`src/tmcf_regs.vh`:
```
// Purpose: Constants for the test-mode contact forcing block
// Assumes: APB slave, 32-bit data, 200 MHz clock
// Notes:   Offsets are byte addresses
`ifndef TMCF_REGS_VH
`define TMCF_REGS_VH

`define TMCF_NIN          8
`define TMCF_NOUT         8
`define TMCF_ADDR_W       12

`define TMCF_OFF_CTRL     12'h000
`define TMCF_OFF_INFRC    12'h004
`define TMCF_OFF_OUTFRC   12'h008
`define TMCF_OFF_STATUS   12'h00C
`define TMCF_OFF_INSTATE  12'h010
`define TMCF_OFF_OUTSTATE 12'h014

// Control fields
`define TMCF_CTRL_EN      0
`define TMCF_CTRL_SRC     1

// Status fields
`define TMCF_ST_ACTIVE    0
`define TMCF_ST_LED       1

// Input forcing codes, two bits per channel
`define TMCF_IN_DIS       2'h0
`define TMCF_IN_OPEN      2'h1
`define TMCF_IN_CLOSED    2'h2

// Output forcing codes, two bits per channel
`define TMCF_OUT_DIS      2'h0
`define TMCF_OUT_ENERG    2'h1
`define TMCF_OUT_DEENERG  2'h2
`define TMCF_OUT_FREEZE   2'h3

// Flash half period
`define TMCF_FLASH_MS     250
`define TMCF_CLK_MHZ      200
`define TMCF_FLASH_CYC    (`TMCF_FLASH_MS * 1000 * `TMCF_CLK_MHZ)
`define TMCF_FLASH_W      26

`endif

```
`src/tmcf_test_mode.v`:
```
// Purpose: Test-mode entry, indicator flashing and contact forcing
// Assumes: Contact and trigger inputs are asynchronous to clk
// Notes:   Operand outputs pass unchanged outside of test mode;
//          read data is loaded in the setup cycle, so it stands
//          while pready is high in the access cycle
//
// Overview of operation
// - Test mode is active only while enabled and the trigger is 1.
// - With a fixed On trigger, test mode starts when enable goes high.
// - With an operand trigger and enable set, test mode starts on 1.
// - While test mode is active the test indicator flashes.
// - Only contact inputs and outputs are touched by test mode.
// - Each contact input and output has its own forcing selection.
// - An input set to disabled reports its sensed terminal state.
// - An input set to open reports 0 throughout test mode.
// - An input set to closed reports 1 throughout test mode.
// - Each output follows open, closed, freeze or normal selection.
// - With all input selections disabled, inputs report normally.
// - A frozen output keeps its pre-test position until test ends.
// - Energize closes and de-energize opens an output in test mode.
`timescale 1ns/1ps
`include "tmcf_regs.vh"

module tmcf_test_mode #(
   parameter FLASH_CYC = `TMCF_FLASH_CYC
) (
   input  wire                      clk,
   input  wire                      rst,
   input  wire                      ce,
   input  wire                      psel,
   input  wire                      penable,
   input  wire                      pwrite,
   input  wire [`TMCF_ADDR_W-1:0]   paddr,
   input  wire [31:0]               pwdata,
   output reg  [31:0]               prdata,
   output wire                      pready,
   output wire                      pslverr,
   input  wire                      triggerOperand,
   input  wire [`TMCF_NIN-1:0]      contactIn,
   input  wire [`TMCF_NOUT-1:0]     outOperand,
   output reg  [`TMCF_NIN-1:0]      inReport,
   output reg  [`TMCF_NOUT-1:0]     contactDrive,
   output reg                       testLed,
   output wire                      testActive
);

   //////////////////////////////////////////////////////////////////////
   // Registers
   reg                        enable_reg;
   reg                        srcOperand_reg;
   reg  [2*`TMCF_NIN-1:0]     inForce_reg;
   reg  [2*`TMCF_NOUT-1:0]    outForce_reg;
   reg                        active_reg;
   reg  [`TMCF_NOUT-1:0]      frozen_reg;
   reg  [`TMCF_FLASH_W-1:0]   flashCnt_reg;
   wire [`TMCF_NIN-1:0]       inSync;
   wire                       trigSync;
   wire [`TMCF_NIN-1:0]       inNext;
   wire [`TMCF_NOUT-1:0]      driveNext;
   wire                       trigger;
   wire                       activeNext;
   wire                       wrEn;
   wire                       rdEn;
   genvar                     g;

   //////////////////////////////////////////////////////////////////////
   // Synchronisers for pin inputs
   // Two flops stop metastability only; contact bounce is not filtered
   tmcf_sync2 #(
      .W (`TMCF_NIN)
   ) i_tmcf_sync2_in (
      .clk (clk),
      .rst (rst),
      .ce  (ce),
      .d   (contactIn),
      .q   (inSync)
   );

   tmcf_sync2 #(
      .W (1)
   ) i_tmcf_sync2_trig (
      .clk (clk),
      .rst (rst),
      .ce  (ce),
      .d   (triggerOperand),
      .q   (trigSync)
   );

   //////////////////////////////////////////////////////////////////////
   // Test mode qualification
   // Fixed On trigger means entry follows the enable edge itself
   assign trigger    = srcOperand_reg ? trigSync : 1'b1;
   assign activeNext = enable_reg & trigger;
   assign testActive = active_reg;

   //////////////////////////////////////////////////////////////////////
   // APB slave, zero wait states
   assign pready  = 1'b1;
   assign pslverr = 1'b0;
   assign wrEn    = psel & penable & pwrite;
   // Reads load in setup so data stands when pready is sampled
   assign rdEn    = psel & ~penable & ~pwrite;

   always @(posedge clk) begin
      if (rst) begin
         enable_reg     <= 1'b0;
         srcOperand_reg <= 1'b0;
         inForce_reg    <= {2*`TMCF_NIN{1'b0}};
         outForce_reg   <= {2*`TMCF_NOUT{1'b0}};
         prdata         <= 32'h00000000;
      end else if (ce) begin
         if (wrEn) begin
            case (paddr)
               `TMCF_OFF_CTRL: begin
                  enable_reg     <= pwdata[`TMCF_CTRL_EN];
                  srcOperand_reg <= pwdata[`TMCF_CTRL_SRC];
               end
               `TMCF_OFF_INFRC:  inForce_reg  <= pwdata[2*`TMCF_NIN-1:0];
               `TMCF_OFF_OUTFRC: outForce_reg <= pwdata[2*`TMCF_NOUT-1:0];
               default: ;
            endcase
         end
         if (rdEn) begin
            prdata <= 32'h00000000;
            case (paddr)
               `TMCF_OFF_CTRL: begin
                  prdata[`TMCF_CTRL_EN]  <= enable_reg;
                  prdata[`TMCF_CTRL_SRC] <= srcOperand_reg;
               end
               `TMCF_OFF_INFRC:  prdata[2*`TMCF_NIN-1:0]  <= inForce_reg;
               `TMCF_OFF_OUTFRC: prdata[2*`TMCF_NOUT-1:0] <= outForce_reg;
               `TMCF_OFF_STATUS: begin
                  prdata[`TMCF_ST_ACTIVE] <= active_reg;
                  prdata[`TMCF_ST_LED]    <= testLed;
               end
               `TMCF_OFF_INSTATE:  prdata[`TMCF_NIN-1:0]  <= inReport;
               `TMCF_OFF_OUTSTATE: prdata[`TMCF_NOUT-1:0] <= contactDrive;
               default: prdata <= 32'h00000000;
            endcase
         end
      end
   end

   //////////////////////////////////////////////////////////////////////
   // Mode state, freeze capture and indicator flashing
   always @(posedge clk) begin
      if (rst) begin
         active_reg   <= 1'b0;
         frozen_reg   <= {`TMCF_NOUT{1'b0}};
         flashCnt_reg <= {`TMCF_FLASH_W{1'b0}};
         testLed      <= 1'b0;
      end else if (ce) begin
         active_reg <= activeNext;
         // Capture on entry so frozen outputs hold the pre-test position
         if (activeNext & ~active_reg)
            frozen_reg <= contactDrive;
         if (active_reg) begin
            if (flashCnt_reg == FLASH_CYC[`TMCF_FLASH_W-1:0] - 1'b1) begin
               flashCnt_reg <= {`TMCF_FLASH_W{1'b0}};
               testLed      <= ~testLed;
            end else begin
               flashCnt_reg <= flashCnt_reg + 1'b1;
            end
         end else begin
            flashCnt_reg <= {`TMCF_FLASH_W{1'b0}};
            testLed      <= 1'b0;
         end
      end
   end

   //////////////////////////////////////////////////////////////////////
   // Per-channel forcing; operands of other functions never pass here
   generate
      for (g = 0; g < `TMCF_NIN; g = g + 1) begin : g_in
         tmcf_in_chan i_tmcf_in_chan (
            .active (active_reg),
            .sel    (inForce_reg[2*g +: 2]),
            .sensed (inSync[g]),
            .report (inNext[g])
         );
      end
      for (g = 0; g < `TMCF_NOUT; g = g + 1) begin : g_out
         tmcf_out_chan i_tmcf_out_chan (
            .active  (active_reg),
            .sel     (outForce_reg[2*g +: 2]),
            .operand (outOperand[g]),
            .frozen  (frozen_reg[g]),
            .drive   (driveNext[g])
         );
      end
   endgenerate

   // Registered so the pins never see a glitch while settings change
   always @(posedge clk) begin
      if (rst) begin
         inReport     <= {`TMCF_NIN{1'b0}};
         contactDrive <= {`TMCF_NOUT{1'b0}};
      end else if (ce) begin
         inReport     <= inNext;
         contactDrive <= driveNext;
      end
   end

endmodule // tmcf_test_mode

//////////////////////////////////////////////////////////////////////////
// Two-flop synchroniser; only the second stage is read outside
// Reset clears both stages, so a pin held high shows up two edges late
module tmcf_sync2 #(
   parameter W = 1
) (
   input  wire           clk,
   input  wire           rst,
   input  wire           ce,
   input  wire [W-1:0]   d,
   output wire [W-1:0]   q
);

   reg  [W-1:0]   stage1_reg;
   reg  [W-1:0]   stage2_reg;

   always @(posedge clk) begin
      if (rst) begin
         stage1_reg <= {W{1'b0}};
         stage2_reg <= {W{1'b0}};
      end else if (ce) begin
         stage1_reg <= d;
         stage2_reg <= stage1_reg;
      end
   end

   assign q = stage2_reg;

endmodule // tmcf_sync2

//////////////////////////////////////////////////////////////////////////
// Reported state of one contact input
// Outside test mode the selection is ignored, so settings may be
// prepared in advance without disturbing the reported states
module tmcf_in_chan (
   input  wire         active,
   input  wire [1:0]   sel,
   input  wire         sensed,
   output reg          report
);

   always @* begin
      report = sensed;
      if (active) begin
         case (sel)
            `TMCF_IN_OPEN:   report = 1'b0;
            `TMCF_IN_CLOSED: report = 1'b1;
            // Disabled and the unused code both pass terminal state
            default:         report = sensed;
         endcase
      end
   end

endmodule // tmcf_in_chan

//////////////////////////////////////////////////////////////////////////
// Drive of one contact output
// Freeze uses the position captured at entry, not a live sample,
// so an operand change on the entry edge cannot leak through
module tmcf_out_chan (
   input  wire         active,
   input  wire [1:0]   sel,
   input  wire         operand,
   input  wire         frozen,
   output reg          drive
);

   always @* begin
      drive = operand;
      if (active) begin
         case (sel)
            `TMCF_OUT_ENERG:   drive = 1'b1;
            `TMCF_OUT_DEENERG: drive = 1'b0;
            `TMCF_OUT_FREEZE:  drive = frozen;
            default:           drive = operand;
         endcase
      end
   end

endmodule // tmcf_out_chan

```
`config.mk`:
```
export PLATFORM = sky130hd
export DESIGN_NAME = tmcf_test_mode
export DESIGN_NICKNAME = d
export VERILOG_FILES = /design/src/tmcf_test_mode.v
export VERILOG_INCLUDE_DIRS = /design/src
export SDC_FILE = /design/constraint.sdc
export NUM_CORES = 1
export LEC_CHECK = 0
export BUFFER_PORTS_ARGS = -buffer_cell sky130_fd_sc_hd__buf_4
export CAP_MARGIN = 30
export CORE_MARGIN = 5
export CORE_UTILIZATION = 54
export CTS_CLUSTER_SIZE = 24
export DETAILED_ROUTE_END_ITERATION = 16
export PLACE_DENSITY = 0.86
export SYNTH_ARGS = -nofsm -noshare
export SYNTH_HDL_FRONTEND = slang
export SYNTH_SLANG_ARGS = --single-unit
```
`constraint.sdc`:
```
create_clock -name clk -period 2.9 [get_ports clk]
set_clock_uncertainty 0.15 [all_clocks]
set_input_delay 0.435 -clock clk [delete_from_list [all_inputs] [get_ports clk]]
set_output_delay 0.435 -clock clk [all_outputs]
set_load 0.005 [all_outputs]
```
==> flow_summary.toml <==
[yosys]
synth-edff-count = 0
yosys.area.top_type = "dfxtp_1"
synthMostInstantiatedCell = "dfxtp_1"
yosysSeqAreaShare_pct = 43.9
yosys_warnings = 0
async_reset_ff_share_pct = 0
ys.flop_type = "dfxtp_1"
synth_cells = 610
synthTopCellsByArea = "dfxtp_1, mux2i_1, nor2_1, nand2_1, a21oi_1"
yosys-top-cells-count = "dfxtp_1, nor2_1, nand2_1"
synth_top_area_share_pct = 43.9
synth_area_mm2 = 0.00547
synthDistinctLibCells = 53
syn_area_per_cell_um2 = 8.97
ys_seq_elements = 120

[floorplanning]
core_area_mm2 = 0.00982
die_h_um = 111
pin_count = 119
fp.dieW_um = 111
rows = 36
design.die.area_mm2 = 0.0122
initial_utilization_pct = 55.7

[cts]
cts_tree = "done"
ctsResizeCount = 0
h-tree-depth = 4
clk_latency_ps = 540
root_buffer = "clkbuf_8"
cts_buffer_depth = 2
clock-sinks = 120
numCtsBuffers = 17
cts.clk_slew.worst_paths_ps = 60

[grt]
gr-total-overflow = 0
grt_pass1_wl_um = 24700
grt_pass1_vias = 4897
antenna_found_initial = 0
grt_use_total_pct = 24.6
grt_max_degree = 53

[drt]
drtIter0Drc = 536
via_per_inst = 6.01
dr.pass1.iters = 5
vias = 5101
drc_errors = 0
ant_nets = 0
wl_per_cell_um = 17.9
routed_wl_um = 15200

[setup_path]
startpoint_type = "register"
worstPathCellList = "ha_1, nand3_1, or4_1, o21ai_0, a21o_1, buf_4, nor2_1"
cpLargestDelayFamily = "simple AND/OR/NAND/NOR gates"
r2r_slack_ps = 600
cp.required_ps = 3160
crit_type = "reg2reg"
worstReg2RegStart = "flashCnt_reg[0]$_SDFFE_PP0P_"
r2r_cells = 7
cp_max_fo = 25
max_stage_delay_ps = 580
worstReg2RegEnd = "flashCnt_reg[13]$_SDFFE_PP0P_"
crit_slowest_cell = "or4_1"
critPathBufInv = 1
cp.arrival_ps = 2550
startpoint = "flashCnt_reg[0]$_SDFFE_PP0P_"
endpoint_kind = "register"

[hold_path]
hold_end = "outForce_reg[4]$_SDFFE_PP0P_"
hold_depth = 3
min-delay-start = "pwdata[4]"
hold_path.class = "in2reg"

[place]
dp.cells = 803
numPortBuffers = 84
place_congestion = 0.884
pre_cts_ws_ps = 252
place_hpwl_um = 9730
place_area_mm2 = 0.00618

[final_layout]
drive_gt1_share_pct = 21.5
insertedDiodeCount = 0
regArea_mm2 = 0.00240
fin_area_mm2 = 0.00692
nFillCells = 684
multi_input_area_mm2 = 0.00281
largest_reg_flops = 26
fin_util_pct = 70.4
fin_cells = 849
nNetsFinal = 779
syn2layout_area_growth_pct = 26.5

[sta]
rsz0062_at_grt = "false"
finalSetupViolCount = 0
finalMaxSlewViolations = 0
timing.setup.tns_ps = 0
period_minus_slack_ps = 2300
worst_slack_ps = 604
hold_viol = 0
worst_pin_slew_ps = 569
hold_ws_ps = 11.4
period_share_pct = 79.2
max_slew_margin_pct = 61.9
fmax_ghz = 0.436

[pwr]
cellLeakagePower_nw = 2.65
p_total_mw = 4.08
ir_drop_mv = 0.377
pwr_density_cell_mw_per_mm2 = 590

[job]
drv_cap = 0

[run_status]
outcome = "finished, final reports clean"
==> placed cells by master, fill, tap and decap left out, drive strengths merged, types with 9 or more instances in the layout <==
cell         Yosys  routed
a221oi          14      14
mux2i           45      45
o21ai           12      12
nand3            9       9
dlygate4sd3      0      14
clkbuf          28      21
ha               9       9
inv             12      13
nand3b          10      10
dfxtp          120     120
a21oi           28      28
a211oi          11      11
nand2           53      53
buf             26      98
and4             9       9
nor2           106     106
nor3            17      17
conb             2      18
xnor2           14      14
==> final cells by class <==
cell class / instances / share of cell area [%]
inverters: 12 / 0.651
well taps: 133 / 2.41
repair buffers: 112 / 13.0
multi-input cells: 440 / 40.6
clock buffers: 21 / 6.49
flip-flops and latches: 120 / 34.7
clock inverters: 11 / 2.12
==> metal layers <==
layer  GRT usage [%]  vias up  wire length, µm
met5               0        -                0
met4            10.9        0              461
met3            7.28       51             1500
met2            39.4      305             7050
met1            30.8     2423             6160
li1                -     2322                -
==> power breakdown <==
part           total (mW)  internal (mW)  switching, mW  leakage, nW
Combinational       0.256          0.130          0.126         1.39
Sequential           1.71           1.68         0.0284        0.973
Clock                2.12           1.35          0.761        0.288
==> cell families (layout without fill, tap and decap cells) <==
family	after synthesis	count (layout)	synth area share, %
other cells	2	18	0.137
fa+ha+maj	9	9	2.06
flops	120	120	43.9
compound gates	97	97	12.3
xor+xnor	22	22	3.52
mux	55	55	10.7
buf+inv	66	156	5.97
simple gates	239	239	21.4
==> what timing repair did <==
action,in CTS,in global routing
setup buffers,0,0
endpoints found under the hold margin,14,0
hold buffers,14,0
==> worst max path at each step <==
stage / endpoint / cells past startpoint
after global placement: outForce_reg[8]$_SDFFE_PP0P_ / 7
after global routing: flashCnt_reg[13]$_SDFFE_PP0P_ / 7
after floorplan: outForce_reg[10]$_SDFFE_PP0P_ / 6
after detailed placement: outForce_reg[6]$_SDFFE_PP0P_ / 7
after CTS: flashCnt_reg[13]$_SDFFE_PP0P_ / 7
final: flashCnt_reg[13]$_SDFFE_PP0P_ / 7
==> worst register-to-register path, stage by stage, from the launching register on <==
cell and delay, ps:
dfxtp_1 380, ha_1 210, nand3_1 120, or4_1 580, o21ai_0 220, a21o_1 150
buf_4 260, nor2_1 100
(Power assumes the default switching activity.)
